===== config.mk =====
export PLATFORM = sky130hd
export DESIGN_NAME = ref_capture
export DESIGN_NICKNAME = d
export VERILOG_FILES = /design/src/design/refcap_pkg.sv /design/src/design/ref_capture.sv
export SDC_FILE = /design/constraint.sdc
export NUM_CORES = 1
export LEC_CHECK = 0
export ABC_AREA = 1
export ABC_CLOCK_PERIOD_IN_PS = 2370
export BUFFER_PORTS_ARGS = -buffer_cell sky130_fd_sc_hd__buf_2
export CAP_MARGIN = 15
export CORE_MARGIN = 4
export CORE_UTILIZATION = 52
export DETAILED_ROUTE_END_ITERATION = 10
export PLACE_DENSITY = 0.71
export SETUP_SLACK_MARGIN = 0.1
export SYNTH_ARGS = -nofsm -noshare
export SYNTH_HDL_FRONTEND = slang
export SYNTH_SLANG_ARGS = --single-unit

===== constraint.sdc =====
create_clock -name ref_clk_i -period 2.37 [get_ports ref_clk_i]
set_input_delay 0.711 -clock ref_clk_i [delete_from_list [all_inputs] [get_ports ref_clk_i]]
set_output_delay 0.711 -clock ref_clk_i [all_outputs]
set_load 0.03 [all_outputs]

===== src/design/refcap_pkg.sv =====
// constants and types for the reference capture block
package refcap_pkg;

    // register offsets
    localparam logic [11:0] OFF_CLK_DIV   = 12'h10b;
    localparam logic [11:0] OFF_CTRL      = 12'h120;
    localparam logic [11:0] OFF_WINDOW    = 12'h122;
    localparam logic [11:0] OFF_TS_DELAY  = 12'h123;
    localparam logic [11:0] OFF_IGNORE    = 12'h124;
    localparam logic [11:0] OFF_LMFC_LEN  = 12'h125;
    localparam logic [11:0] OFF_STATUS    = 12'h126;
    localparam logic [11:0] OFF_MONITOR   = 12'h128;
    localparam logic [11:0] OFF_SYNC_MODE = 12'h1ff;
    localparam logic [11:0] OFF_FN_LOW    = 12'h559;
    localparam logic [11:0] OFF_FN_HIGH   = 12'h55a;
    localparam logic [11:0] OFF_CB_COUNT  = 12'h58f;

    // field positions
    localparam int CTRL_POL_BIT   = 4;
    localparam int CTRL_EDGE_BIT  = 3;
    localparam int CTRL_MODE_LO   = 1;
    localparam int WIN_NEG_LO     = 2;
    localparam int WIN_POS_LO     = 0;
    localparam int FN0_LO         = 0;
    localparam int FN1_LO         = 4;
    localparam int FN2_LO         = 0;
    localparam int CB_COUNT_LO    = 6;
    localparam int STAT_LOCK_BIT  = 4;
    localparam int STAT_ST_LO     = 5;

    // encodings
    localparam logic [1:0] MODE_OFF  = 2'h0;
    localparam logic [1:0] MODE_CONT = 2'h1;
    localparam logic [1:0] MODE_SHOT = 2'h2;
    localparam logic [2:0] FN_REF_TS = 3'h5;

    // values after reset
    localparam logic [2:0] RST_CLK_DIV  = 3'h0;
    localparam logic [1:0] RST_MODE     = 2'h0;
    localparam logic [7:0] RST_TS_DELAY = 8'h00;
    localparam logic [3:0] RST_IGNORE   = 4'h0;
    localparam logic [7:0] RST_LMFC_LEN = 8'h20;
    localparam logic [2:0] RST_FN       = 3'h0;
    localparam logic [1:0] RST_CB_COUNT = 2'h0;

    typedef enum logic [1:0] {
        ST_IDLE,
        ST_SHOT,
        ST_CONT
    } cap_state_e;

endpackage : refcap_pkg


===== src/design/ref_capture.sv =====
// reference capture, skew check, timestamp and monitor logic
// What this block does
// - sync mode bit 1 selects timestamp method, 0 selects normal sync.
// - timestamp mode never resets clocks; marks the coincident sample instead.
// - enabled control bit whose function selector equals 5 carries the timestamp.
// - timestamp delay register shifts which sample gets marked.
// - no timestamp is launched by an event seen while a decimating mode is active.
// - mode write of 1 or 2 selects input type and arms capture machine.
// - counted shot mode field clears itself after the acted event.
// - normal mode event syncs divider, downconverters, monitor and link.
// - bit 4 picks falling event, bit 3 picks falling clock capture.
// - counted shot ignores programmed number of events before acting.
// - continuous mode resyncs link when edge misses aligned clock.
// - once continuous mode has locked, captures inside the skew window leave dividers undisturbed.
// - negative skew is before phase zero, positive skew after.
// - monitor register shows hold status high, setup status low.
// - monitor codes are read as setup, hold or valid margin.
//
// Decided for this implementation: strobed register access.
`timescale 1ns/100ps
module ref_capture
    import refcap_pkg::*;
(
    input  wire logic        ref_clk_i,     // sample clock
    input  wire logic        rstn_i,        // sync reset, active low
    input  wire logic [11:0] reg_addr_i,    // register address
    input  wire logic [7:0]  reg_wdata_i,   // register write data
    input  wire logic        reg_wr_i,      // write strobe
    input  wire logic        reg_rd_i,      // read strobe
    output logic      [7:0]  reg_rdata_o,   // read data, cycle after strobe
    input  wire logic        ref_rise_i,    // reference sampled on rising clk
    input  wire logic        ref_fall_i,    // reference sampled on falling clk
    input  wire logic [3:0]  setup_det_i,   // setup detector status
    input  wire logic [3:0]  hold_det_i,    // hold detector status
    input  wire logic        decimation_i,  // decimating mode active
    output logic             div_sync_o,    // input divider sync pulse
    output logic             digital_downconverter_sync_o, // sync pulse
    output logic             mon_sync_o,    // signal monitor sync pulse
    output logic             link_sync_o,   // link sync pulse
    output logic             link_resync_o, // link resync pulse
    output logic      [2:0]  ts_ctrl_a_o,   // control bits, channel a
    output logic      [2:0]  ts_ctrl_b_o    // control bits, channel b
);

    typedef struct packed {
        logic [2:0]  clk_div;
        logic        pol_fall;
        logic        edge_fall;
        logic [1:0]  mode;
        logic [1:0]  win_neg;
        logic [1:0]  win_pos;
        logic [7:0]  ts_delay;
        logic        ts_mode;
        logic [2:0]  fn0;
        logic [2:0]  fn1;
        logic [2:0]  fn2;
        logic [1:0]  cb_count;
        logic [3:0]  ign_cfg;
        logic [7:0]  lmfc_len;
        logic [3:0]  ign_cnt;
        logic [7:0]  phase;
        logic        locked;
        cap_state_e  st;
        logic        rise_s1;
        logic        rise_s2;
        logic        fall_s1;
        logic        fall_s2;
        logic        ref_prev;
        logic [3:0]  setup_s1;
        logic [3:0]  setup_s2;
        logic [3:0]  hold_s1;
        logic [3:0]  hold_s2;
        logic [7:0]  monitor;
        logic        ts_pend;
        logic [7:0]  ts_cnt;
        logic [2:0]  ts_bits;
        logic        sync;
        logic        resync;
        logic [7:0]  rdata;
    } state_s;

    state_s r;
    state_s n;

    logic       ref_sel;
    logic       ev;
    logic       phase_last;
    logic       in_window;
    logic       do_sync;
    logic       do_ts;
    logic       misaligned;
    logic [2:0] ts_mask;
    logic [2:0] cb_enable;
    logic       wr_ctrl;

    always_comb begin
        n          = r;
        do_sync    = 1'b0;
        do_ts      = 1'b0;
        misaligned = 1'b0;
        wr_ctrl    = reg_wr_i && (reg_addr_i == OFF_CTRL);

        // two-flop synchronisers on the reference and detector inputs
        n.rise_s1  = ref_rise_i;
        n.rise_s2  = r.rise_s1;
        n.fall_s1  = ref_fall_i;
        n.fall_s2  = r.fall_s1;
        n.setup_s1 = setup_det_i;
        n.setup_s2 = r.setup_s1;
        n.hold_s1  = hold_det_i;
        n.hold_s2  = r.hold_s1;

        // capture clock edge and event polarity
        ref_sel    = r.edge_fall ? r.fall_s2 : r.rise_s2;
        n.ref_prev = ref_sel;
        ev = r.pol_fall ? (r.ref_prev && !ref_sel)
                        : (!r.ref_prev && ref_sel);

        // local multiframe phase counter
        phase_last = (r.lmfc_len <= 8'h01) ||
                     (r.phase >= r.lmfc_len - 8'h01);
        n.phase    = phase_last ? 8'h00 : r.phase + 8'h01;

        // window: after phase zero up to pos, before it down to neg
        in_window = (r.phase == 8'h00) ||
                    (r.phase <= {6'h00, r.win_pos}) ||
                    ((r.win_neg != 2'h0) &&
                     (r.phase >= r.lmfc_len - {6'h00, r.win_neg}));

        // control bit mask: selector code, limited to enabled bits
        cb_enable = (r.cb_count == 2'h1) ? 3'h4 :
                    (r.cb_count == 2'h2) ? 3'h6 :
                    (r.cb_count == 2'h3) ? 3'h7 : 3'h0;
        ts_mask   = {r.fn2 == FN_REF_TS,
                     r.fn1 == FN_REF_TS,
                     r.fn0 == FN_REF_TS} & cb_enable;

        case (r.st)
            ST_SHOT: begin
                if (ev) begin
                    if (r.ign_cnt != 4'h0) begin
                        n.ign_cnt = r.ign_cnt - 4'h1;
                    end else begin
                        n.mode = MODE_OFF;
                        n.st   = ST_IDLE;
                        if (r.ts_mode) begin
                            do_ts = 1'b1;
                        end else begin
                            do_sync = 1'b1;
                        end
                    end
                end
            end
            ST_CONT: begin
                if (ev) begin
                    if (r.ts_mode) begin
                        do_ts = 1'b1;
                    end else if (!r.locked) begin
                        do_sync  = 1'b1;
                        n.locked = 1'b1;
                    end else if (!in_window) begin
                        do_sync    = 1'b1;
                        misaligned = 1'b1;
                    end
                end
            end
            default: begin
            end
        endcase

        // normal mode realigns the multiframe phase to this edge
        if (do_sync) begin
            n.phase = (r.lmfc_len <= 8'h01) ? 8'h00 : 8'h01;
        end
        n.sync   = do_sync;
        n.resync = misaligned;

        // monitor keeps margin seen at each detected edge
        if (ev) begin
            n.monitor = {r.hold_s2, r.setup_s2};
        end

        // timestamp delay and single sample mark
        n.ts_bits = 3'h0;
        if (r.ts_pend) begin
            if (r.ts_cnt == 8'h00) begin
                n.ts_bits = ts_mask;
                n.ts_pend = 1'b0;
            end else begin
                n.ts_cnt = r.ts_cnt - 8'h01;
            end
        end
        if (do_ts && !decimation_i) begin
            n.ts_pend = 1'b1;
            n.ts_cnt  = r.ts_delay;
        end

        // register writes; a fresh arm beats the self clear
        if (reg_wr_i) begin
            if (reg_addr_i == OFF_CLK_DIV) begin
                n.clk_div = reg_wdata_i[2:0];
            end else if (wr_ctrl) begin
                n.pol_fall  = reg_wdata_i[CTRL_POL_BIT];
                n.edge_fall = reg_wdata_i[CTRL_EDGE_BIT];
                n.mode      = reg_wdata_i[CTRL_MODE_LO +: 2];
                n.ign_cnt   = r.ign_cfg;
                n.locked    = 1'b0;
                if (reg_wdata_i[CTRL_MODE_LO +: 2] == MODE_CONT) begin
                    n.st = ST_CONT;
                end else if (reg_wdata_i[CTRL_MODE_LO +: 2] == MODE_SHOT) begin
                    n.st = ST_SHOT;
                end else begin
                    n.st = ST_IDLE;
                end
            end else if (reg_addr_i == OFF_WINDOW) begin
                n.win_neg = reg_wdata_i[WIN_NEG_LO +: 2];
                n.win_pos = reg_wdata_i[WIN_POS_LO +: 2];
            end else if (reg_addr_i == OFF_TS_DELAY) begin
                n.ts_delay = reg_wdata_i;
            end else if (reg_addr_i == OFF_IGNORE) begin
                n.ign_cfg = reg_wdata_i[3:0];
            end else if (reg_addr_i == OFF_LMFC_LEN) begin
                n.lmfc_len = reg_wdata_i;
            end else if (reg_addr_i == OFF_SYNC_MODE) begin
                n.ts_mode = reg_wdata_i[0];
            end else if (reg_addr_i == OFF_FN_LOW) begin
                n.fn0 = reg_wdata_i[FN0_LO +: 3];
                n.fn1 = reg_wdata_i[FN1_LO +: 3];
            end else if (reg_addr_i == OFF_FN_HIGH) begin
                n.fn2 = reg_wdata_i[FN2_LO +: 3];
            end else if (reg_addr_i == OFF_CB_COUNT) begin
                n.cb_count = reg_wdata_i[CB_COUNT_LO +: 2];
            end
        end

        // read data stands only in the cycle after the strobe
        n.rdata = 8'h00;
        if (reg_rd_i) begin
            if (reg_addr_i == OFF_CLK_DIV) begin
                n.rdata = {5'h00, r.clk_div};
            end else if (reg_addr_i == OFF_CTRL) begin
                n.rdata = {3'h0, r.pol_fall, r.edge_fall, r.mode, 1'b0};
            end else if (reg_addr_i == OFF_WINDOW) begin
                n.rdata = {4'h0, r.win_neg, r.win_pos};
            end else if (reg_addr_i == OFF_TS_DELAY) begin
                n.rdata = r.ts_delay;
            end else if (reg_addr_i == OFF_IGNORE) begin
                n.rdata = {4'h0, r.ign_cfg};
            end else if (reg_addr_i == OFF_LMFC_LEN) begin
                n.rdata = r.lmfc_len;
            end else if (reg_addr_i == OFF_STATUS) begin
                n.rdata = {1'b0, r.st, r.locked, r.ign_cnt};
            end else if (reg_addr_i == OFF_MONITOR) begin
                n.rdata = r.monitor;
            end else if (reg_addr_i == OFF_SYNC_MODE) begin
                n.rdata = {7'h00, r.ts_mode};
            end else if (reg_addr_i == OFF_FN_LOW) begin
                n.rdata = {1'b0, r.fn1, 1'b0, r.fn0};
            end else if (reg_addr_i == OFF_FN_HIGH) begin
                n.rdata = {5'h00, r.fn2};
            end else if (reg_addr_i == OFF_CB_COUNT) begin
                n.rdata = {r.cb_count, 6'h00};
            end
        end
    end

    always_ff @(posedge ref_clk_i) begin
        if (!rstn_i) begin
            r          <= '0;
            r.clk_div  <= RST_CLK_DIV;
            r.mode     <= RST_MODE;
            r.ts_delay <= RST_TS_DELAY;
            r.ign_cfg  <= RST_IGNORE;
            r.lmfc_len <= RST_LMFC_LEN;
            r.fn0      <= RST_FN;
            r.fn1      <= RST_FN;
            r.fn2      <= RST_FN;
            r.cb_count <= RST_CB_COUNT;
            r.st       <= ST_IDLE;
        end else begin
            r <= n;
        end
    end

    assign reg_rdata_o                  = r.rdata;
    assign div_sync_o                   = r.sync;
    assign digital_downconverter_sync_o = r.sync;
    assign mon_sync_o                   = r.sync;
    assign link_sync_o                  = r.sync;
    assign link_resync_o                = r.resync;
    assign ts_ctrl_a_o                  = r.ts_bits;
    assign ts_ctrl_b_o                  = r.ts_bits;
endmodule : ref_capture


Yosys cells after proc, flatten, opt, wreduce, memory -nomap -nowiden
Cells that the tools add are included.
W data, S select, Z words.

operators by class
  $add $sub $neg = 5
  $mul = 0
  div/mod/pow operators = 0
  $lt $le $gt $ge = 4
  equal/unequal tests = 23
  shifts and indexed selects = 0
  multiplexer cells = 76
  bitwise logic cells = 15
  reduce and logical (&&, ||, !) cells = 32

operator list
  operator                count
  $mux W8                 15
  $eq A12 B9 Y1 const B   9
  $mux W42                2
  $eq A12 B11 Y1 const B  3
  $mux W12                3
  $mux W36                1
  $mux W32                1
  $mux W3                 9
  $mux W24                1
  $mux W4                 6
  $mux W1                 20
  $mux W2                 10
  $ge A8 B8 Y1            2
  $logic_not A8 Y1        2
  $sub A8 B1 Y8 const B   2
  $mux W5                 3
  $not A1 Y1              14
  $mux W11                1
  $reduce_and A11 Y1      1
  $reduce_and A10 Y1      1
  $reduce_or A5 Y1        2
  $eq A3 B3 Y1 const B    3
  $mux W9                 1
  $reduce_and A9 Y1       1
  24 further kinds        42

storage, ports and cells
  register bits after elaboration = 109
  bits in latches = 0
  RAM bits = 0
  ROM bits = 0
  bits of input ports = 35
  output and inout port bits = 19
  logic and storage cells = 191
  memories = 0

Logic depth before layout (Yosys ltp)
  depth after elaboration = 13
  gate-level depth with buffers = 19

Least setup slack after synthesis
OpenSTA, ideal clock, no wires.

  path kind = register to register
  start point = register r[66] (netlist bit)
  end point = register r[55] (netlist bit)
  setup time = 0.066 ns
  data arrival time = 2.412 ns
  data required time = 2.304 ns
  path slack = -0.108 ns
  stages on the path, launching flop included = 20
  path buffers = 0
  clock period less this slack = 2.478 ns
  cells stage by stage = dfxtp_1 -> inv_1 -> ha_1 -> inv_1 -> fa_1 -> inv_1 -> nand3_1 -> xor2_1 -> inv_1 -> ha_1 -> nand2_1 -> nor2_1 -> nand4_1 -> nand3_1 -> o21ai_0 -> nand2_1 -> nand2_1 -> nand2_1 -> nand2_1 -> nor2_1

between the ends
  longest elaborated chain between the ends = 10
  elaborated cells on any way between the ends = 15

RTL lines
  what                    RTL line            source
  start, declared         ref_capture.sv:82   state_s r;
  start signal, assigned  ref_capture.sv:281  r <= n;
  $sub A8 B2 Y8           ref_capture.sv:128  (r.phase >= r.lmfc_len - {6'h00, r.win_neg}));
  $ge A8 B8 Y1            ref_capture.sv:128
  $logic_and A1 B1 Y1     ref_capture.sv:127  ((r.win_neg != 2'h0) &&
  $logic_or A1 B1 Y1      ref_capture.sv:126  (r.phase <= {6'h00, r.win_pos}) ||
  $mux W1                 ref_capture.sv:161  end else if (!in_window) begin
  $mux W1                 ref_capture.sv:158  end else if (!r.locked) begin
  $mux W1                 ref_capture.sv:156  if (r.ts_mode) begin
  $mux W1                 ref_capture.sv:155  if (ev) begin
  $pmux W1 S2             ref_capture.sv:138  case (r.st)
  $mux W8 *               ref_capture.sv:172  if (do_sync) begin

Mark *: on every way between the ends. The rest lies on a longest branch, timed or not.
A chain may end at the register's enable or synchronous reset.

Final worst setup path
  start point = register r[66] (netlist bit)
  end point = register r[56] (netlist bit)

The elaborated chain is that of the path after synthesis.

==> flow_metrics.env <==
export IMPL_status="finished with violations"
export IMPL_violations="negative setup slack"
export IMPL_slew_violations=0
export IMPL_yosys_top_cells_area="dfxtp_1 37%, nand2_1 9.3%, inv_1 8.0%"
export IMPL_die_h_um=115.0
export IMPL_dpl_hpwl_um=12190
export IMPL_cp_slowest_cell="fa_2"
export IMPL_cts_clk_slew_worst_paths_ps=70
export IMPL_num_vias=5457
export IMPL_grt_overflow_total=0
export IMPL_ant_nets=0
export IMPL_postCtsHoldBufs=0
export IMPL_cp_cell_sequence="inv_4 -> ha_4 -> inv_2 -> fa_2 -> inv_2 -> nand2_1 -> xor2_1 -> inv_1 -> ha_4 -> nand2_2 -> nor2_4 -> nand4_1 -> nand3_1 -> o21ai_1 -> nand2_1 -> nand2_2 -> nand2_4 -> nand2_8 -> nor2_4"
export IMPL_tightest_slew_ps=962.2
export IMPL_routedWlPerCell_um=15.52
export IMPL_ys_seq_area_share_pct=36.67
export IMPL_cp_end_kind="flop"
export IMPL_grt_max_degree=77
export IMPL_vdd_ir_drop_max_mv=0.5280
export IMPL_min_period_ps=2526
export IMPL_synth_nets=889
export IMPL_yosys_top_cells_count="147 x nand2_1, 127 x inv_1, 109 x dfxtp_1, 69 x nor2_1, 61 x a21oi_1"
export IMPL_first_pass_iters=5
export IMPL_drt_iter0_markers=368
export IMPL_ff2ff_setup_slack_ps=-160
export IMPL_portBuffers=53
export IMPL_yosys_warnings=0
export IMPL_fp_dieArea_sq_um=13220
export IMPL_cts_made_buffers=9
export IMPL_htreeDepth=3
export IMPL_syn_avg_cell_area_sq_um=7.231
export IMPL_async_reset_ff_share_pct=0
export IMPL_p_leak_uw=0.003135
export IMPL_whs_path_depth=2
export IMPL_cts_root_buf="clkbuf_16"
export IMPL_gp_congestion=0.9579
export IMPL_cts_buffer_depth=2
export IMPL_rsz0062_at_grt="yes"
export IMPL_ys_types=46
export IMPL_nNetsFinal=952
export IMPL_syn_area_sq_um=5951
export IMPL_crit_arrival_ps=2830
export IMPL_core_sq_um=11030
export IMPL_row_count=38
export IMPL_synth_top_flop_cell="dfxtp_1"
export IMPL_slowest_delay_ps=350
export IMPL_routed_via_density=5.293
export IMPL_cp_max_fo=7
export IMPL_synth_ff_latch_count=109
export IMPL_syn_inst=823
export IMPL_critPathTopFamily="simple AND/OR/NAND/NOR gates"
export IMPL_hold_violations=0
export IMPL_cp_depth=19
export IMPL_drive_gt1_share_pct=20.54
export IMPL_maxSlewHeadroom_pct=35.26
export IMPL_synth_top_area_share_pct=36.67
export IMPL_layout_cells_non_filler=1031
export IMPL_dp_cells=1013
export IMPL_cp_start_kind="flop"
export IMPL_area_delta_synth_final_pct=15.20
export IMPL_clock_skew_ps=8.682
export IMPL_insertedDiodeCount=0
export IMPL_drv_cap=0
export IMPL_power_density_nw_per_um2=523.9
export IMPL_insertion_delay_ps=360
export IMPL_ioPinCount=54
export IMPL_grt_pass1_wl_um=25390
export IMPL_p_total_uw=3592
export IMPL_synth_edf_count=0
export IMPL_cts_sinks=109
export IMPL_drc_errors=0
export IMPL_setup_ws_ps=-155.7
export IMPL_antenna_found_initial=0
export IMPL_worstSetupPathType="reg -> reg"
export IMPL_wirelength_um=16000
export IMPL_cts_tree="built"
export IMPL_synth_most_common_cell="nand2_1"
export IMPL_track_usage_pct=24.66
export IMPL_critPathRequiredTime_ps=2670
export IMPL_grt_pass1_vias=5023
export IMPL_fmax_mhz=395.9
export IMPL_critPathBufInv=4
export IMPL_start_util_pct=53.95
export IMPL_die_w_um=115.0
export IMPL_synth_top_area_cell="dfxtp_1"
export IMPL_worst_r2r_cell_count=19
export IMPL_setup_violations_final=10
export IMPL_fin_crit_sh_pct=106.6
export IMPL_hold_class="reg -> reg"
[per-stage QoR]
stage / utilization [%] / area, sq um / TNS [ps] / worst slack, ps / hold WS, ps
global route: 62.15 / 6855 / -2693 / -294.5 / 432.1
floorplan: - / 5978 / 0 / 42.58 / 390.5
finish: 62.15 / 6855 / -1288 / -155.7 / 408.0
global placement: 58.31 / 6432 / -351.1 / -62.64 / 393.5
detailed placement: 58.31 / 6432 / -1514 / -199.9 / 396.5
CTS: 61.42 / 6775 / -710.3 / -116.2 / 413.9
[worst min-delay path: stages, from the launching register on]
cell	delay, ps
dfxtp_1	310
nand2_1	40
inv_1	40
[placed cells by master (no fill, tap or decap), types with 7 or more instances in the layout]
cell / synthesis / final
o21ai_1: 7 / 8
inv_1: 127 / 123
ha_1: 30 / 26
a21oi_1: 61 / 59
nor3_1: 15 / 15
xor2_1: 18 / 18
nor2_1: 69 / 61
buf_2: 2 / 53
clkbuf_16: 0 / 9
buf_4: 17 / 31
o21ai_0: 58 / 56
nand2_1: 147 / 142
xnor2_1: 7 / 7
nor2_4: 9 / 12
inv_2: 10 / 13
nor2_2: 9 / 14
nand3_1: 46 / 44
dfxtp_1: 109 / 105
nand2_2: 5 / 7
nand4_1: 19 / 19
[repair_timing]
item	4_1_cts	5_1_grt
pin swaps	11	4
gates resized for setup	12	17
endpoints found under the hold margin	0	0
setup endpoints to repair	10	10
setup buffers	1	1
[flip-flops by register name, summed over array words and instances (netlist names)]
signal / flops
digital_downconverter_sync_o: 1
reg_rdata_o: 8
ts_ctrl_a_o: 3
link_resync_o: 1
r: 86
n: 10
[power by group]
| part | internal, uW | switching, uW |
|---|---|---|
| sequential | 1860 | 13.7 |
| clock | 750 | 712 |
| combinational | 84.7 | 173 |
[logic make-up (layout without fill, tap and decap cells)]
family | after synthesis | count (layout) | synth area share [%]
compound gates | 151 | 151 | 13.81
flops | 109 | 109 | 36.67
simple gates | 336 | 336 | 26.68
buf+inv | 171 | 239 | 12.51
fa+ha+maj | 31 | 31 | 6.644
xor+xnor | 25 | 25 | 3.680
[cell type report]
cell class,instances,area [sq um]
Multi-Input combinational cell,543,3169
Fill cell,1021,4175
Tap cell,140,175.2
Sequential cell,109,2187
Clock inverter,6,43.79
Inverter,138,523.0
Timing Repair Buffer,85,518.0
Clock buffer,10,239.0
[final timing paths]
kind,from,to
worst max register to register,r[66]$_SDFFE_PN0P_,r[56]$_SDFF_PP0_
worst min-delay path,n[49]$_SDFF_PN0_,r[49]$_SDFF_PN0_
worst max-delay path,r[66]$_SDFFE_PN0P_,r[56]$_SDFF_PP0_
worst min register to register,n[49]$_SDFF_PN0_,r[49]$_SDFF_PN0_
[routing by layer]
metal	track usage, %	vias to the layer above	part of all wire, %
met5	0	-	0
met4	10.41	0	3.4
met3	4.579	32	6.5
met2	40.93	180	47
met1	31.47	2476	44
li1	-	2769	-
(Power assumes the default switching activity.)
